`src/hc_consts.svh`:
```
`ifndef HC_CONSTS_SVH
`define HC_CONSTS_SVH

// own command/status register map (byte addresses)
`define HC_REG_CMD        8'h00
`define HC_REG_CFG        8'h04
`define HC_REG_STATUS     8'h08
`define HC_REG_SETUP_LO   8'h0C
`define HC_REG_SETUP_HI   8'h10
`define HC_REG_TXDATA     8'h14
`define HC_REG_RXDATA     8'h18

// device register map (byte addresses on the device port)
`define HC_DEV_POWER      32'h0000_0000
`define HC_DEV_CSR0       32'h0000_0004
`define HC_DEV_NAKLIMIT0  32'h0000_0008
`define HC_DEV_FIFO0      32'h0000_0020

// power/control bits
`define HC_PWR_PD_EN      0
`define HC_PWR_SUSPEND    1
`define HC_PWR_RESUME     2
`define HC_PWR_RESET      3
`define HC_PWR_HS_ACTIVE  4
`define HC_PWR_HS_EN      5

// endpoint 0 control/status bits
`define HC_CSR_RXRDY      0
`define HC_CSR_TXRDY      1
`define HC_CSR_STALL      2
`define HC_CSR_SETUP      3
`define HC_CSR_ERROR      4
`define HC_CSR_INREQ      5
`define HC_CSR_STATUS     6
`define HC_CSR_NAKTO      7
`define HC_CSR_FLUSH      8

// config register fields
`define HC_CFG_PD_EN      0
`define HC_CFG_HS_EN      1
`define HC_CFG_ABORT      2
`define HC_CFG_LIM_LO     8
`define HC_CFG_LIM_HI     15

// status register fields
`define HC_ST_BUSY        0
`define HC_ST_STALL       1
`define HC_ST_ERROR       2
`define HC_ST_NAKTO       3
`define HC_ST_HS          4
`define HC_ST_SUSP        5
`define HC_ST_DONE        6

// timing
`define HC_HOLD_NS        20000000
`define HC_CLK_NS         20

`define HC_RESP_OKAY      2'b00
`define HC_RESP_SLVERR    2'b10

`endif

```
`src/hc_pkg.sv`:
```
package hc_pkg;

  typedef enum logic [3:0] {
    HC_OP_NONE,
    HC_OP_SUSPEND,
    HC_OP_RESUME,
    HC_OP_BUS_RESET,
    HC_OP_SETUP,
    HC_OP_IN_DATA,
    HC_OP_OUT_DATA,
    HC_OP_IN_STATUS,
    HC_OP_OUT_STATUS,
    HC_OP_NAK_LIMIT
  } hc_op_e;

  typedef enum {
    SQ_IDLE,
    SQ_PWR_SET,
    SQ_HOLD,
    SQ_PWR_CLR,
    SQ_PWR_READ,
    SQ_FIFO_A,
    SQ_FIFO_B,
    SQ_CSR_GO,
    SQ_POLL,
    SQ_RXREAD,
    SQ_RXCLR,
    SQ_NAKFIX,
    SQ_NAKCLR,
    SQ_LIMIT
  } hc_seq_e;

endpackage

```
`src/hc_usb_host.sv`:
```
// Register access over AXI4-Lite and the register addresses were decided locally.
`timescale 1ns/1ps
`include "hc_consts.svh"

module hc_usb_host
  import hc_pkg::*;
#(
  parameter int HOLD_CYCLES = `HC_HOLD_NS / `HC_CLK_NS
) (
  input  wire logic        ref_clk_i,
  input  wire logic        reset_i,
  // software side, AXI4-Lite slave
  input  wire logic        s_awvalid_i,
  output logic             s_awready_o,
  input  wire logic [7:0]  s_awaddr_i,
  input  wire logic        s_wvalid_i,
  output logic             s_wready_o,
  input  wire logic [31:0] s_wdata_i,
  input  wire logic [3:0]  s_wstrb_i,
  output logic             s_bvalid_o,
  input  wire logic        s_bready_i,
  output logic [1:0]       s_bresp_o,
  input  wire logic        s_arvalid_i,
  output logic             s_arready_o,
  input  wire logic [7:0]  s_araddr_i,
  output logic             s_rvalid_o,
  input  wire logic        s_rready_i,
  output logic [31:0]      s_rdata_o,
  output logic [1:0]       s_rresp_o,
  // device side, AXI4-Lite master
  output logic             m_awvalid_o,
  input  wire logic        m_awready_i,
  output logic [31:0]      m_awaddr_o,
  output logic             m_wvalid_o,
  input  wire logic        m_wready_i,
  output logic [31:0]      m_wdata_o,
  output logic [3:0]       m_wstrb_o,
  input  wire logic        m_bvalid_i,
  output logic             m_bready_o,
  input  wire logic [1:0]  m_bresp_i,
  output logic             m_arvalid_o,
  input  wire logic        m_arready_i,
  output logic [31:0]      m_araddr_o,
  input  wire logic        m_rvalid_i,
  output logic             m_rready_o,
  input  wire logic [31:0] m_rdata_i,
  input  wire logic [1:0]  m_rresp_i
);

  logic [31:0] cfg_q;
  logic [31:0] setup_lo_q;
  logic [31:0] setup_hi_q;
  logic [31:0] txdata_q;
  logic [31:0] rxdata_q;
  logic [6:0]  status_q;
  logic        cmd_go_q;
  hc_op_e      cmd_op_q;
  hc_op_e      op_q;
  hc_seq_e     seq_q;
  logic        wait_q;
  logic        req_q;
  logic        req_we_q;
  logic [31:0] req_addr_q;
  logic [31:0] req_data_q;
  logic [31:0] csr_last_q;
  logic [31:0] hold_cnt_q;
  logic        seq_we;
  logic [31:0] seq_addr;
  logic [31:0] seq_data;
  logic        bus_done;
  logic        in_phase;
  logic        wr_take;
  logic        rd_take;

  function automatic logic [31:0] merge(input logic [31:0] old, input logic [31:0] nw,
                                        input logic [3:0] strb);
    logic [31:0] r;
    r = old;
    for (int i = 0; i < 4; i++) begin
      if (strb[i]) begin
        r[i*8 +: 8] = nw[i*8 +: 8];
      end
    end
    return r;
  endfunction

  // ---------------- software slave ----------------
  assign wr_take = s_awready_o && s_awvalid_i && s_wvalid_i;
  assign rd_take = s_arready_o && s_arvalid_i;

  always_ff @(posedge ref_clk_i or posedge reset_i) begin
    if (reset_i) begin
      s_awready_o <= 1'b0;
      s_wready_o  <= 1'b0;
      s_bvalid_o  <= 1'b0;
      s_bresp_o   <= `HC_RESP_OKAY;
    end else begin
      s_awready_o <= s_awvalid_i && s_wvalid_i && !s_awready_o && !s_bvalid_o;
      s_wready_o  <= s_awvalid_i && s_wvalid_i && !s_awready_o && !s_bvalid_o;
      if (wr_take) begin
        s_bvalid_o <= 1'b1;
        s_bresp_o  <= (s_awaddr_i > `HC_REG_RXDATA || s_awaddr_i[1:0] != 2'b00)
                      ? `HC_RESP_SLVERR : `HC_RESP_OKAY;
      end else if (s_bready_i) begin
        s_bvalid_o <= 1'b0;
      end
    end
  end

  always_ff @(posedge ref_clk_i or posedge reset_i) begin
    if (reset_i) begin
      cfg_q      <= 32'h0000_0000;
      setup_lo_q <= 32'h0000_0000;
      setup_hi_q <= 32'h0000_0000;
      txdata_q   <= 32'h0000_0000;
      cmd_go_q   <= 1'b0;
      cmd_op_q   <= HC_OP_NONE;
    end else begin
      cmd_go_q <= 1'b0;
      if (wr_take) begin
        case (s_awaddr_i)
          `HC_REG_CMD: begin
            if (s_wstrb_i[0] && seq_q == SQ_IDLE) begin
              cmd_go_q <= 1'b1;
              cmd_op_q <= hc_op_e'(s_wdata_i[3:0]);
            end
          end
          `HC_REG_CFG:      cfg_q      <= merge(cfg_q, s_wdata_i, s_wstrb_i);
          `HC_REG_SETUP_LO: setup_lo_q <= merge(setup_lo_q, s_wdata_i, s_wstrb_i);
          `HC_REG_SETUP_HI: setup_hi_q <= merge(setup_hi_q, s_wdata_i, s_wstrb_i);
          `HC_REG_TXDATA:   txdata_q   <= merge(txdata_q, s_wdata_i, s_wstrb_i);
          default: ;
        endcase
      end
    end
  end

  always_ff @(posedge ref_clk_i or posedge reset_i) begin
    if (reset_i) begin
      s_arready_o <= 1'b0;
      s_rvalid_o  <= 1'b0;
      s_rdata_o   <= 32'h0000_0000;
      s_rresp_o   <= `HC_RESP_OKAY;
    end else begin
      s_arready_o <= s_arvalid_i && !s_arready_o && !s_rvalid_o;
      if (rd_take) begin
        s_rvalid_o <= 1'b1;
        s_rresp_o  <= `HC_RESP_OKAY;
        case (s_araddr_i)
          `HC_REG_CMD:      s_rdata_o <= {28'h000_0000, op_q};
          `HC_REG_CFG:      s_rdata_o <= cfg_q;
          `HC_REG_STATUS:   s_rdata_o <= {25'h000_0000, status_q};
          `HC_REG_SETUP_LO: s_rdata_o <= setup_lo_q;
          `HC_REG_SETUP_HI: s_rdata_o <= setup_hi_q;
          `HC_REG_TXDATA:   s_rdata_o <= txdata_q;
          `HC_REG_RXDATA:   s_rdata_o <= rxdata_q;
          default: begin
            s_rdata_o <= 32'h0000_0000;
            s_rresp_o <= `HC_RESP_SLVERR;
          end
        endcase
      end else if (s_rready_i) begin
        s_rvalid_o <= 1'b0;
      end
    end
  end

  // ---------------- device master ----------------
  assign bus_done = (m_bready_o && m_bvalid_i) || (m_rready_o && m_rvalid_i);

  always_ff @(posedge ref_clk_i or posedge reset_i) begin
    if (reset_i) begin
      m_awvalid_o <= 1'b0;
      m_awaddr_o  <= 32'h0000_0000;
      m_wvalid_o  <= 1'b0;
      m_wdata_o   <= 32'h0000_0000;
      m_wstrb_o   <= 4'h0;
      m_bready_o  <= 1'b0;
      m_arvalid_o <= 1'b0;
      m_araddr_o  <= 32'h0000_0000;
      m_rready_o  <= 1'b0;
    end else begin
      if (req_q && req_we_q) begin
        m_awvalid_o <= 1'b1;
        m_awaddr_o  <= req_addr_q;
        m_wvalid_o  <= 1'b1;
        m_wdata_o   <= req_data_q;
        m_wstrb_o   <= 4'hF;
        m_bready_o  <= 1'b1;
      end else begin
        if (m_awready_i) m_awvalid_o <= 1'b0;
        if (m_wready_i)  m_wvalid_o  <= 1'b0;
        if (m_bvalid_i)  m_bready_o  <= 1'b0;
      end
      if (req_q && !req_we_q) begin
        m_arvalid_o <= 1'b1;
        m_araddr_o  <= req_addr_q;
        m_rready_o  <= 1'b1;
      end else begin
        if (m_arready_i) m_arvalid_o <= 1'b0;
        if (m_rvalid_i)  m_rready_o  <= 1'b0;
      end
    end
  end

  // ---------------- phase sequencer ----------------
  assign in_phase = (op_q == HC_OP_IN_DATA) || (op_q == HC_OP_IN_STATUS);

  always_comb begin
    seq_we   = 1'b1;
    seq_addr = `HC_DEV_CSR0;
    seq_data = 32'h0000_0000;
    case (seq_q)
      SQ_PWR_SET: begin
        seq_addr = `HC_DEV_POWER;
        seq_data[`HC_PWR_HS_EN] = cfg_q[`HC_CFG_HS_EN];
        seq_data[`HC_PWR_PD_EN] = cfg_q[`HC_CFG_PD_EN];
        seq_data[`HC_PWR_SUSPEND] = (op_q == HC_OP_SUSPEND);
        seq_data[`HC_PWR_RESUME] = (op_q == HC_OP_RESUME);
        seq_data[`HC_PWR_RESET] = (op_q == HC_OP_BUS_RESET);
      end
      SQ_PWR_CLR: begin
        seq_addr = `HC_DEV_POWER;
        seq_data[`HC_PWR_HS_EN] = cfg_q[`HC_CFG_HS_EN];
        seq_data[`HC_PWR_PD_EN] = cfg_q[`HC_CFG_PD_EN];
      end
      SQ_PWR_READ: begin
        seq_we   = 1'b0;
        seq_addr = `HC_DEV_POWER;
      end
      SQ_FIFO_A: begin
        seq_addr = `HC_DEV_FIFO0;
        seq_data = (op_q == HC_OP_SETUP) ? setup_lo_q : txdata_q;
      end
      SQ_FIFO_B: begin
        seq_addr = `HC_DEV_FIFO0;
        seq_data = setup_hi_q;
      end
      SQ_CSR_GO: begin
        case (op_q)
          HC_OP_SETUP: begin
            seq_data[`HC_CSR_SETUP] = 1'b1;
            seq_data[`HC_CSR_TXRDY] = 1'b1;
          end
          HC_OP_IN_DATA:  seq_data[`HC_CSR_INREQ] = 1'b1;
          HC_OP_OUT_DATA: seq_data[`HC_CSR_TXRDY] = 1'b1;
          HC_OP_IN_STATUS: begin
            seq_data[`HC_CSR_STATUS] = 1'b1;
            seq_data[`HC_CSR_INREQ] = 1'b1;
          end
          HC_OP_OUT_STATUS: begin
            seq_data[`HC_CSR_STATUS] = 1'b1;
            seq_data[`HC_CSR_TXRDY] = 1'b1;
          end
          default: ;
        endcase
      end
      SQ_POLL: seq_we = 1'b0;
      SQ_RXREAD: begin
        seq_we   = 1'b0;
        seq_addr = `HC_DEV_FIFO0;
      end
      SQ_NAKFIX: begin
        seq_data[`HC_CSR_NAKTO] = 1'b1;
        seq_data[`HC_CSR_FLUSH] = !in_phase;
      end
      SQ_NAKCLR: begin
        if (!cfg_q[`HC_CFG_ABORT]) begin
          seq_data = csr_last_q;
          seq_data[`HC_CSR_NAKTO] = 1'b0;
        end
      end
      SQ_LIMIT: begin
        seq_addr = `HC_DEV_NAKLIMIT0;
        seq_data = {24'h00_0000, cfg_q[`HC_CFG_LIM_HI:`HC_CFG_LIM_LO]};
      end
      default: seq_we = 1'b1;
    endcase
  end

  always_ff @(posedge ref_clk_i or posedge reset_i) begin
    if (reset_i) begin
      seq_q      <= SQ_IDLE;
      op_q       <= HC_OP_NONE;
      wait_q     <= 1'b0;
      req_q      <= 1'b0;
      req_we_q   <= 1'b0;
      req_addr_q <= 32'h0000_0000;
      req_data_q <= 32'h0000_0000;
      csr_last_q <= 32'h0000_0000;
      hold_cnt_q <= 32'h0000_0000;
      rxdata_q   <= 32'h0000_0000;
      status_q   <= 7'h00;
    end else begin
      req_q <= 1'b0;
      if (seq_q != SQ_IDLE && seq_q != SQ_HOLD && !wait_q) begin
        req_q      <= 1'b1;
        req_we_q   <= seq_we;
        req_addr_q <= seq_addr;
        req_data_q <= seq_data;
        wait_q     <= 1'b1;
      end
      if (bus_done) wait_q <= 1'b0;
      case (seq_q)
        SQ_IDLE: begin
          // codes above the last defined op are ignored like op 0
          if (cmd_go_q && cmd_op_q != HC_OP_NONE && cmd_op_q <= HC_OP_NAK_LIMIT) begin
            op_q <= cmd_op_q;
            status_q[`HC_ST_BUSY] <= 1'b1;
            status_q[`HC_ST_DONE] <= 1'b0;
            status_q[`HC_ST_STALL] <= 1'b0;
            status_q[`HC_ST_ERROR] <= 1'b0;
            status_q[`HC_ST_NAKTO] <= 1'b0;
            case (cmd_op_q)
              HC_OP_SUSPEND, HC_OP_RESUME, HC_OP_BUS_RESET: seq_q <= SQ_PWR_SET;
              HC_OP_SETUP, HC_OP_OUT_DATA: seq_q <= SQ_FIFO_A;
              HC_OP_NAK_LIMIT: seq_q <= SQ_LIMIT;
              default: seq_q <= SQ_CSR_GO;
            endcase
          end
        end
        SQ_PWR_SET: if (bus_done) begin
          hold_cnt_q <= 32'h0000_0000;
          status_q[`HC_ST_SUSP] <= (op_q == HC_OP_SUSPEND);
          seq_q <= (op_q == HC_OP_SUSPEND) ? SQ_IDLE : SQ_HOLD;
          if (op_q == HC_OP_SUSPEND) begin
            status_q[`HC_ST_BUSY] <= 1'b0;
            status_q[`HC_ST_DONE] <= 1'b1;
          end
        end
        SQ_HOLD: begin
          hold_cnt_q <= hold_cnt_q + 32'h0000_0001;
          if (hold_cnt_q == 32'(HOLD_CYCLES - 1)) seq_q <= SQ_PWR_CLR;
        end
        SQ_PWR_CLR: if (bus_done) begin
          seq_q <= (op_q == HC_OP_BUS_RESET) ? SQ_PWR_READ : SQ_IDLE;
          if (op_q != HC_OP_BUS_RESET) begin
            status_q[`HC_ST_BUSY] <= 1'b0;
            status_q[`HC_ST_DONE] <= 1'b1;
          end
        end
        SQ_PWR_READ: if (bus_done) begin
          status_q[`HC_ST_HS] <= m_rdata_i[`HC_PWR_HS_ACTIVE];
          status_q[`HC_ST_BUSY] <= 1'b0;
          status_q[`HC_ST_DONE] <= 1'b1;
          seq_q <= SQ_IDLE;
        end
        SQ_FIFO_A: if (bus_done) seq_q <= (op_q == HC_OP_SETUP) ? SQ_FIFO_B : SQ_CSR_GO;
        SQ_FIFO_B: if (bus_done) seq_q <= SQ_CSR_GO;
        SQ_CSR_GO: if (bus_done) seq_q <= SQ_POLL;
        SQ_POLL: if (bus_done) begin
          csr_last_q <= m_rdata_i;
          if (m_rdata_i[`HC_CSR_STALL] || m_rdata_i[`HC_CSR_ERROR]) begin
            status_q[`HC_ST_STALL] <= m_rdata_i[`HC_CSR_STALL];
            status_q[`HC_ST_ERROR] <= m_rdata_i[`HC_CSR_ERROR];
            seq_q <= SQ_RXCLR;
          end else if (m_rdata_i[`HC_CSR_NAKTO]) begin
            status_q[`HC_ST_NAKTO] <= 1'b1;
            seq_q <= cfg_q[`HC_CFG_ABORT] ? SQ_NAKFIX : SQ_NAKCLR;
          end else if (in_phase && m_rdata_i[`HC_CSR_RXRDY]) begin
            seq_q <= (op_q == HC_OP_IN_DATA) ? SQ_RXREAD : SQ_RXCLR;
          end else if (!in_phase && !m_rdata_i[`HC_CSR_TXRDY]) begin
            status_q[`HC_ST_BUSY] <= 1'b0;
            status_q[`HC_ST_DONE] <= 1'b1;
            seq_q <= SQ_IDLE;
          end
        end
        SQ_RXREAD: if (bus_done) begin
          rxdata_q <= m_rdata_i;
          seq_q <= SQ_RXCLR;
        end
        SQ_NAKFIX: if (bus_done) seq_q <= SQ_NAKCLR;
        SQ_RXCLR, SQ_NAKCLR, SQ_LIMIT: if (bus_done) begin
          if (seq_q == SQ_NAKCLR && !cfg_q[`HC_CFG_ABORT]) begin
            status_q[`HC_ST_NAKTO] <= 1'b0;
            seq_q <= SQ_POLL;
          end else begin
            status_q[`HC_ST_BUSY] <= 1'b0;
            status_q[`HC_ST_DONE] <= 1'b1;
            seq_q <= SQ_IDLE;
          end
        end
        default: seq_q <= SQ_IDLE;
      endcase
    end
  end

  // ---------------- checks ----------------
  logic [1:0] fifo_wr_q;
  always_ff @(posedge ref_clk_i or posedge reset_i) begin
    if (reset_i) fifo_wr_q <= 2'd0;
    else if (seq_q == SQ_IDLE) fifo_wr_q <= 2'd0;
    else if (bus_done && (seq_q == SQ_FIFO_A || seq_q == SQ_FIFO_B)) fifo_wr_q <= fifo_wr_q + 2'd1;
  end
endmodule

```
`config.mk`:
```
export PLATFORM = sky130hd
export DESIGN_NAME = hc_usb_host
export DESIGN_NICKNAME = d
export VERILOG_FILES = /design/src/hc_pkg.sv /design/src/hc_usb_host.sv
export VERILOG_INCLUDE_DIRS = /design/src
export SDC_FILE = /design/constraint.sdc
export NUM_CORES = 1
export LEC_CHECK = 0
export BUFFER_PORTS_ARGS = -buffer_cell sky130_fd_sc_hd__clkbuf_2
export CAP_MARGIN = 20
export CORE_MARGIN = 4
export CORE_UTILIZATION = 40
export CTS_CLUSTER_SIZE = 14
export DETAILED_ROUTE_END_ITERATION = 8
export HOLD_SLACK_MARGIN = 0.06
export SLEW_MARGIN = 25
export SYNTH_ARGS = -nofsm -noshare
export SYNTH_HDL_FRONTEND = slang
export SYNTH_SLANG_ARGS = --single-unit
```
`constraint.sdc`:
```
create_clock -name ref_clk_i -period 12.54 [get_ports ref_clk_i]
set_clock_uncertainty 0.05 [all_clocks]
set_input_delay 0.627 -clock ref_clk_i [delete_from_list [all_inputs] [get_ports ref_clk_i]]
set_output_delay 0.627 -clock ref_clk_i [all_outputs]
set_load 0.005 [all_outputs]
```
==> results of run 1 <==
## layout by cell type, fill, tap and decap left out, types with 5 or more instances in the layout
master | Yosys | final
nor2b_1 | 8 | 8
nor4_4 | 4 | 7
inv_1 | 23 | 22
nand2_1 | 106 | 104
nor2_2 | 4 | 5
nor2_4 | 4 | 5
conb_1 | 1 | 60
nor3_1 | 16 | 15
o21ai_0 | 63 | 63
nor4_1 | 11 | 11
mux2i_1 | 14 | 14
or3_1 | 12 | 12
buf_4 | 71 | 16
nand3_1 | 20 | 20
o31ai_1 | 5 | 5
dfrtp_1 | 363 | 363
a222oi_1 | 59 | 59
clkbuf_16 | 0 | 40
nand4_1 | 15 | 15
nor2_1 | 48 | 46
a21oi_1 | 24 | 24
o211ai_1 | 7 | 7
clkbuf_2 | 0 | 181
a31oi_1 | 7 | 7
xor2_1 | 5 | 5
a221oi_1 | 6 | 6
or4_1 | 5 | 5
a22o_1 | 36 | 36
and2_1 | 5 | 5
clkbuf_8 | 0 | 7
nand2b_1 | 8 | 8
xnor2_1 | 13 | 13
a22oi_1 | 31 | 31
clkbuf_1 | 37 | 13
nor3b_1 | 5 | 5
mux2_2 | 261 | 261
and3_1 | 6 | 5
clkinv_2 | 0 | 5
## how the worst min path moves through the flow
| stage | slack [ps] | startpoint | end |
|---|---|---|---|
| after floorplan | 400 | csr_last_q[4] | csr_last_q[4] |
| after global placement | 400 | s_bvalid_o | s_wready_o |
| after detailed placement | 410 | s_rvalid_o | s_arready_o |
| after CTS | 180 | s_rready_i | s_rvalid_o |
| after global routing | 200 | m_arready_i | m_arvalid_o |
| final | 200 | reset_i | s_rvalid_o |
## Yosys cell counts (all sizes together) (5+ instances only)
library cell  number
inv               24
a31oi              7
or3               12
a221oi             6
dfrtp            363
a222oi            59
mux2i             14
o31ai              5
and3               6
a21oi             24
nand2b             8
xnor2             13
nand2            106
xor2               5
nand4             19
buf              106
mux2             263
nand3             24
clkbuf            37
nor4              19
nor3b              5
a22oi             31
o211ai             7
o21ai             65
a22o              36
or4                6
nor2              56
nor2b              8
nor3              19
and2               5
## state kept, by name (all words and copies together), names as in the netlist, 32 cells and up
| signal | count |
|---|---|
| rxdata_q | 32 |
| setup_hi_q | 32 |
| hold_cnt_q | 32 |
| txdata_q | 32 |
| cfg_q | 32 |
| m_wdata_o | 32 |
| req_data_q | 32 |
| s_rdata_o | 32 |
| setup_lo_q | 32 |
## area by class of cell
class	count	area [um^2]	share of cell area (%)
sequential	363	9084	46.07
multi-input combinational	945	7477	37.93
clock buffer	60	1146	5.813
timing repair buffer	199	1057	5.363
tap	539	674.4	3.421
clock inverter	12	168.9	0.8568
inverter	24	97.59	0.4950
antenna	4	10.01	0.05077
## power groups by stage
stage,Clock (mW),Combinational [mW],Sequential (mW)
global placement,0,0.484,1.38
finish,1.18,0.494,1.37
detailed placement,0,0.489,1.39
global route,1.26,0.543,1.38
floorplan,0,0.362,1.34
CTS,1.21,0.492,1.37
## per-layer routing
metal  up-vias  share of wire (%)  wire length (um)  global-route usage [%]
li1       5519                  -                 -                       -
met1      6347                 42             20890                   28.96
met2       526                 47             23540                   34.00
met3        87                8.2              4106                   4.944
met4         6                2.4              1216                   5.540
met5         -              0.078                39                       0
## worst max-delay path, stage by stage (launching register included)
cell and delay [ps]:
dfrtp_1 620, nor2_1 910, a31o_2 350, nand3_1 340, or4_1 590, a21oi_1 160
## kinds of logic (layout without fill, tap and decap cells)
kind of cell | Yosys count | in the layout
flip-flops | 363 | 363
AND/OR/NAND/NOR | 315 | 315
multiplexers | 277 | 277
AO/OA/AOI/OAI | 274 | 274
buffers and inverters | 167 | 295
XOR/XNOR | 18 | 18
adder cells (fa/ha/maj) | 1 | 1
other | 1 | 64
## stage by stage
step | power (mW) | utilization (%)
2_1_floorplan | 1.704 | -
3_3_place_gp | 1.868 | 43.51
3_5_place_dp | 1.877 | 43.52
4_1_cts | 3.068 | 46.63
5_1_grt | 3.187 | 46.68
6_report | 3.048 | 46.69
==> impl_metrics.ini, run 1 <==
[cts]
cts_hold_buf = 0
post_cts_resized = 0
post_cts_buffers = 0
insertion_delay_ps = 560
cts_buffer_depth = 3
clkTransAtPathRegs_ps = 60
cts_root_buffer = clkbuf_16
cts_tree = yes
htree_levels = 2
cts_sinks = 363
numCtsBuffers = 40

[floorplan]
fp-row-count = 75
ios = 246
core_um2 = 42230
die_y_um = 215.3
die_area_um2 = 46360
die_w_um = 215.3
start_util_pct = 40.71

[setup_path]
setup.worst_path.start = seq_q[1]
worstReg2RegStart = seq_q[1]
r2r_setup_slack_ps = 9430
crit_fanout = 21
criticalPathCategory = reg2reg
cp-endpoint = hold_cnt_q[31]
cp.required_ps = 12950
arrival_ps = 3520
r2r.worst_path.cells = 5
cp-start-kind = register
critPathCaptureType = register
r2r_end = hold_cnt_q[31]

[detailed_routing]
via_per_inst = 5.818
drtIter0Drc = 1338
routed_wl_mm = 49.79
ant_nets = 0
routedWlPerCell_um = 23.20
vias = 12485
drc = 0
first_pass_iters = 8

[yosys]
synth_area_um2 = 17190
async_reset_ff_share_pct = 100.0
synth_top_family_by_area = multiplexers
ys_ff_latch = 363
synth_fa_ha_area_share_pct = 0.07278
syn_inst = 1416
synth_area_leaders = dfrtp_1 53%, mux2_2 17%, a222oi_1 3.4%
post_synth.cell_area_avg_um2 = 12.14
synth_edf_count = 0
synth_top_cell_area_share_pct = 52.84
synth_xor_area_share_pct = 0.9170
yosysSeqAreaShare_pct = 52.84
synth_largest_area_cell = dfrtp_1
synth-compound-area-share_pct = 12.03
yosys.area_share.simple_pct = 10.63
synth_mux_area_share_pct = 18.04
synth_warnings = 0
synth_cell_types = 79
synth_ff_type = dfrtp_1

[flow_run]
cap_violations = 0

[power]
irDropWorstVdd_uv = 81.84
p_comb_share_pct = 16.2
sequentialPowerShare_pct = 45.0
p_leak_nw = 9.544
p_per_area_nw_per_um2 = 154.6
switching_share_pct = 29.58
p_sw_mw = 0.9016
internal_power_mw = 2.146
clkPwrFrac_pct = 38.8

[final_layout]
fin_area_um2 = 19720
nets = 1674
fillers = 3917
drive_gt1_share_pct = 35.50
stdcell_count = 2146
area_growth_pct = 14.68

[placed_design]
dp_hpwl_mm = 32.65
pre_cts_slack_ps = 8932
io_buffers = 181
placed_area_um2 = 18380
dp_cells = 2069
gp_congestion = 0.8851

[global_routing]
antenna_found_initial = 7
gr-total-overflow = 0
grt_pass1_wl_mm = 76.85
gr-usage-all-layers_pct = 21.12
grt_max_degree = 158
first_global_vias = 12587

[sta]
setup_viol = 0
rsz0062_at_grt = false
worst_slew_pin_slew_ps = 1069
max_freq_ghz = 0.3214
slew_headroom_pct = 28.75
timing.hold.ws_ps = 204.5
tns_ps = 0
min_period_ps = 3111
drv_slew = 0
hold_viol = 0
min_period_over_period_pct = 24.81
final.setup.worst_slack_ps = 9429

[run_status]
status = finished, final reports clean

[hold_path]
worstHoldPathType = in2async
Note: power is estimated with default switching activity, not from simulation.
==> inputs of run 2 (changes only) <==
--- a/config.mk
+++ b/config.mk
@@ -6,6 +6,7 @@
 export SDC_FILE = /design/constraint.sdc
 export NUM_CORES = 1
 export LEC_CHECK = 0
+export ABC_AREA = 1
 export BUFFER_PORTS_ARGS = -buffer_cell sky130_fd_sc_hd__clkbuf_2
 export CAP_MARGIN = 20
 export CORE_MARGIN = 4
==> constraint.sdc (replaced) <==
create_clock -name ref_clk_i -period 2.7 [get_ports ref_clk_i]
set_clock_uncertainty 0.05 [all_clocks]
set_input_delay 0.135 -clock ref_clk_i [delete_from_list [all_inputs] [get_ports ref_clk_i]]
set_output_delay 0.135 -clock ref_clk_i [all_outputs]
set_load 0.005 [all_outputs]
==> impl_metrics.ini, run 2 <==
[run_status]
status = finished, final reports clean

[sta]
hold_viol = 0
max_freq_ghz = 0.4312
final.setup.worst_slack_ps = 381.0
slew_headroom_pct = 37.92
timing.hold.ws_ps = 81.68
min_period_ps = 2319
worst_slew_pin_slew_ps = 929.9
drv_slew = 0
min_period_over_period_pct = 85.89
rsz0062_at_grt = false
setup_viol = 0

[yosys]
synth_area_leaders = dfrtp_1 50%, nand2_1 17%, o21ai_0 7.6%
yosysSeqAreaShare_pct = 50.34
syn_inst = 2359
ys_ff_latch = 363
synth_ff_type = dfrtp_1
synth_edf_count = 0
synth_largest_area_cell = dfrtp_1
ys_top_cells_by_count = 828 x nand2_1, 363 x dfrtp_1, 274 x o21ai_0
synth_cell_types = 34
synth_area_um2 = 18050
synth_warnings = 0
post_synth.cell_area_avg_um2 = 7.650
synth_top_cell_area_share_pct = 50.34
post-synth-top-count-cell = nand2_1
async_reset_ff_share_pct = 100.0

[cts]
cts_buffer_depth = 3
cts_root_buffer = clkbuf_16
numCtsBuffers = 42
htree_levels = 2
post_cts_buffers = 0
insertion_delay_ps = 570
cts_tree = yes
cts_sinks = 363
clkTransAtPathRegs_ps = 60

[global_routing]
gr-usage-all-layers_pct = 23.27
grt_max_degree = 79
gr-total-overflow = 0
antenna_found_initial = 1
first_global_vias = 15661
grt_pass1_wl_mm = 88.99

[power]
sequentialPowerShare_pct = 42.6
p_leak_nw = 11.12
switching_share_pct = 31.27
irDropWorstVdd_uv = 612.3
power_mw = 15.79
p_comb_share_pct = 19.5
p_per_area_nw_per_um2 = 723.2
p_sw_mw = 4.938
clkPwrFrac_pct = 38.0
internal_power_mw = 10.85

[final_layout]
stdcell_count = 3236
regArea_um2 = 9084
area_growth_pct = 20.98
fin_util_pct = 49.16
num_antenna_cells = 0
fillers = 4300
drive_gt1_share_pct = 12.48
layout_commonest_cell = nand2_1
nets = 2713
mostFrequentLayoutCells = 827 x nand2_1, 363 x dfrtp_1, 274 x o21ai_0, 207 x nand3_1, 183 x inv_1
multi_input_area_um2 = 7565

[floorplan]
fp-row-count = 77
core_um2 = 44410
die_y_um = 220.4
ios = 246
start_util_pct = 40.63
die_area_um2 = 48580
die_w_um = 220.4

[placed_design]
io_buffers = 181
dp_cells = 3075
gp_congestion = 0.9296
dp_hpwl_mm = 37.88
pre_cts_slack_ps = 497.1

[setup_path]
arrival_ps = 2750
cp-start-kind = register
crit_fanout = 11
critPathCaptureType = register
cp.required_ps = 3130
criticalPathCategory = reg2reg
r2r.worst_path.cells = 9

[detailed_routing]
first_pass_iters = 6
drtIter0Drc = 1771
routedWlPerCell_um = 17.58
via_per_inst = 5.102
drc = 0
routed_wl_mm = 56.89
ant_nets = 0
vias = 16511

[hold_path]
worstHoldPathType = in2reg
hold_path_depth = 7

[flow_run]
cap_violations = 0
==> run 2: cell types whose count changed after synthesis, sizes merged, moves of 36 or more <==
cell	before	now
inv	24	194
mux2	263	27
nor2	56	178
o21ai	65	292
a222oi	59	0
nand2	106	831
nand3	24	207
a22o	36	0
==> run 2: layout make-up <==
class,count,share of cell area [%]
well taps,592,3.393
clock inverters,15,0.9456
clock buffers,61,5.737
flip-flops and latches,363,41.61
multi-input cells,1699,34.65
inverters,194,3.353
repair buffers,312,10.32
==> run 2: timing repair <==
| action | in CTS | in global routing |
|---|---|---|
| hold buffers | 85 | 0 |
| endpoints found under the hold margin | 323 | 0 |
| resized for setup | 0 | 0 |
==> run 2: final timing paths <==
kind                                from        endpoint  slack (ps)
max                             seq_q[2]  req_data_q[27]         380
min                        s_araddr_i[2]   s_rdata_o[29]          80
max reg2reg                     seq_q[2]  req_data_q[27]         380
min reg2reg                  s_arready_o     s_arready_o         410
max in group asynchronous        reset_i   setup_lo_q[5]        1650
min in group asynchronous        reset_i   csr_last_q[1]         140
==> run 2: logic make-up (layout without fill, tap and decap cells) <==
family	count (synthesis)	in the layout	synth area share (%)
xor gates and xnor gates	10	10	0.4854
buffers and inverters	356	582	9.166
DFF	363	363	50.34
and+or+nand+nor	1263	1263	28.43
muxes	27	27	1.685
adders and majority gates	1	1	0.06932
AOI/OAI and AO/OA	338	338	9.811
other	1	60	0.02078
==> run 2: layer usage <==
| layer | vias up | track usage [%] | share of wire [%] |
|---|---|---|---|
| li1 | 7909 | - | - |
| met1 | 7823 | 34.36 | 46 |
| met2 | 667 | 35.35 | 44 |
| met3 | 110 | 4.175 | 7.6 |
| met4 | 2 | 6.448 | 2.8 |
| met5 | - | 0 | 0.023 |
==> run 2: per-stage QoR <==
stage,TNS (ps),area [um^2]
2_1_floorplan,-854230,18270
3_3_place_gp,0,19520
3_5_place_dp,0,19520
4_1_cts,0,21830
5_1_grt,0,21830
6_report,0,21830
==> run 2: critical path, stage by stage (launching register included) <==
cell	delay, ps
dfrtp_1	480
inv_2	80
nor2_2	210
nand2_2	240
inv_2	320
buf_12	190
o21ai_0	80
o21bai_1	400
nand2_1	100
o21ai_0	80
==> run 2: power by group through the flow <==
| stage | Clock [mW] | Sequential, mW | Combinational, mW |
|---|---|---|---|
| after floorplan | 0 | 6.66 | 2.05 |
| after global placement | 0 | 6.78 | 2.92 |
| after detailed placement | 0 | 6.79 | 2.98 |
| after CTS | 6.12 | 6.71 | 3.07 |
| after global routing | 6.33 | 6.80 | 3.50 |
| final | 5.99 | 6.72 | 3.08 |
==> inputs of run 3 (changes only) <==
--- a/config.mk
+++ b/config.mk
@@ -7,12 +7,12 @@
 export NUM_CORES = 1
 export LEC_CHECK = 0
 export ABC_AREA = 1
-export BUFFER_PORTS_ARGS = -buffer_cell sky130_fd_sc_hd__clkbuf_2
 export CAP_MARGIN = 20
 export CORE_MARGIN = 4
 export CORE_UTILIZATION = 40
 export CTS_CLUSTER_SIZE = 14
 export DETAILED_ROUTE_END_ITERATION = 8
+export DONT_BUFFER_PORTS = 1
 export HOLD_SLACK_MARGIN = 0.06
 export SLEW_MARGIN = 25
 export SYNTH_ARGS = -nofsm -noshare
==> constraint.sdc (replaced) <==
create_clock -name ref_clk_i -period 2.7 [get_ports ref_clk_i]
set_clock_uncertainty 0.05 [all_clocks]
set_input_delay 0.405 -clock ref_clk_i [delete_from_list [all_inputs] [get_ports ref_clk_i]]
set_output_delay 0.405 -clock ref_clk_i [all_outputs]
set_load 0.005 [all_outputs]
==> impl_metrics.ini, run 3 (synthesized netlist as in run 2, its figures left out) <==
[global_routing]
gr-usage-all-layers_pct = 22.80
antenna_found_initial = 4
grt_pass1_wl_mm = 87.03
first_global_vias = 15314
gr-total-overflow = 0
grt_max_degree = 102

[detailed_routing]
via_per_inst = 5.126
drt-met1-wl_mm = 24.63
first_pass_iters = 7
dr_wl_met2_mm = 24.44
ant_nets = 0
vias = 15695
drtIter0Drc = 1333
routedWlPerCell_um = 18.15
routed_wl_mm = 55.57
met3WireLength_mm = 4.891
highest_layer = met5
drc = 0

[power]
p_per_area_nw_per_um2 = 765.9
p_leak_nw = 10.43
irDropWorstVdd_uv = 450.1

[setup_path]
timing.critical_path.mode_cell = dlygate4sd3_1
path_cells = nand3_1 > a31oi_1 > dlygate4sd3_1 > a32oi_1 > dlygate4sd3_1
r2r_setup_slack_ps = 400
crit_fanout = 6
criticalPathCategory = reg2reg
critPathCaptureType = register
cp_slowest_cell = dlygate4sd3_1
cp.required_ps = 3100
cp-start-kind = register
slowest_delay_ps = 570
arrival_ps = 2700

[floorplan]
die_y_um = 220.4
core_um2 = 44410
die_w_um = 220.4
die_area_um2 = 48580
fp-row-count = 77
ios = 246
start_util_pct = 40.63

[placed_design]
gp_congestion = 0.9118
dp_hpwl_mm = 38.31
io_buffers = 0
dp_cells = 2901

[final_layout]
stdcell_count = 3062
area_growth_pct = 17.07
nets = 2535
mostFrequentLayoutCells = 827 x nand2_1, 363 x dfrtp_1, 274 x o21ai_0, 207 x nand3_1, 183 x inv_1
drive_gt1_share_pct = 6.405
fin_util_pct = 47.57
layout_commonest_cell = nand2_1

[sta]
min_period_ps = 2305
hold_viol = 0
slew_headroom_pct = 41.21
worst_slew_pin_slew_ps = 880.6
setup_viol = 0
drv_slew = 0
min_period_over_period_pct = 85.36
max_freq_ghz = 0.4339
tns_ps = 0
rsz0062_at_grt = false

[cts]
cts_buffer_depth = 3
post_cts_resized = 0
insertion_delay_ps = 580
cts_tree = yes
cts_sinks = 363
cts_root_buffer = clkbuf_16
clkTransAtPathRegs_ps = 60
numCtsBuffers = 43
htree_levels = 2

[flow_run]
cap_violations = 0

[hold_path]
worstHoldPathType = in2reg

[run_status]
status = finished, final reports clean
run 3: timing repair:
action                    4_1_cts  5_1_grt
hold endpoints to repair      289        0
hold buffers                   80        0
setup buffers                   0        0
run 3: path summary, 6_finish.rpt:
check / from / endpoint / cells after the start
min in group asynchronous: reset_i / s_rvalid_o / 2
min: m_rdata_i[7] / seq_q[2] / 4
max reg2reg: s_wready_o / s_bresp_o[1] / 5
max: s_wready_o / s_bresp_o[1] / 5
max in group asynchronous: reset_i / s_rdata_o[15] / 3
min reg2reg: csr_last_q[26] / csr_last_q[26] / 2
run 3: cell type report:
class	instances	area (um^2)
fillers	4367	23290
flip-flops and latches	363	9084
multi-input cells	1699	7571
repair buffers	133	1386
clock buffers	54	1167
well taps	592	740.7
inverters	194	732.0
clock inverters	24	437.9
diodes	3	7.507
run 3: metal layers:
metal / global-route usage (%) / vias up
li1: - / 7565
met1: 31.75 / 7448
met2: 34.70 / 581
met3: 6.125 / 99
met4: 7.578 / 2
met5: 0 / -
run 3: critical path, delay by kind of cell (launching register included):
family,cells,cell delay (ps)
AO/OA/AOI/OAI,2,280
buffers and inverters,2,1140
flip-flops,1,450
AND/OR/NAND/NOR,1,270
run 3: where the power goes:
group | switching (mW) | total [mW] | internal (mW) | leakage (nW)
Combinational | 1.91 | 2.81 | 0.906 | 4.69
Sequential | 0.596 | 6.78 | 6.19 | 4.96
Clock | 2.44 | 6.59 | 4.15 | 0.784
run 3: per-stage QoR:
stage | hold WS [ps] | total power [mW] | setup slack, ps | instance area (um^2)
floorplan | 392.2 | 8.717 | -2623 | 18270
global placement | 246.3 | 9.478 | 566.8 | 18710
detailed placement | 251.4 | 9.554 | 512.0 | 18710
CTS | 81.18 | 16.31 | 376.9 | 21120
global route | 144.0 | 17.04 | 251.0 | 21120
finish | 115.8 | 16.18 | 395.2 | 21130
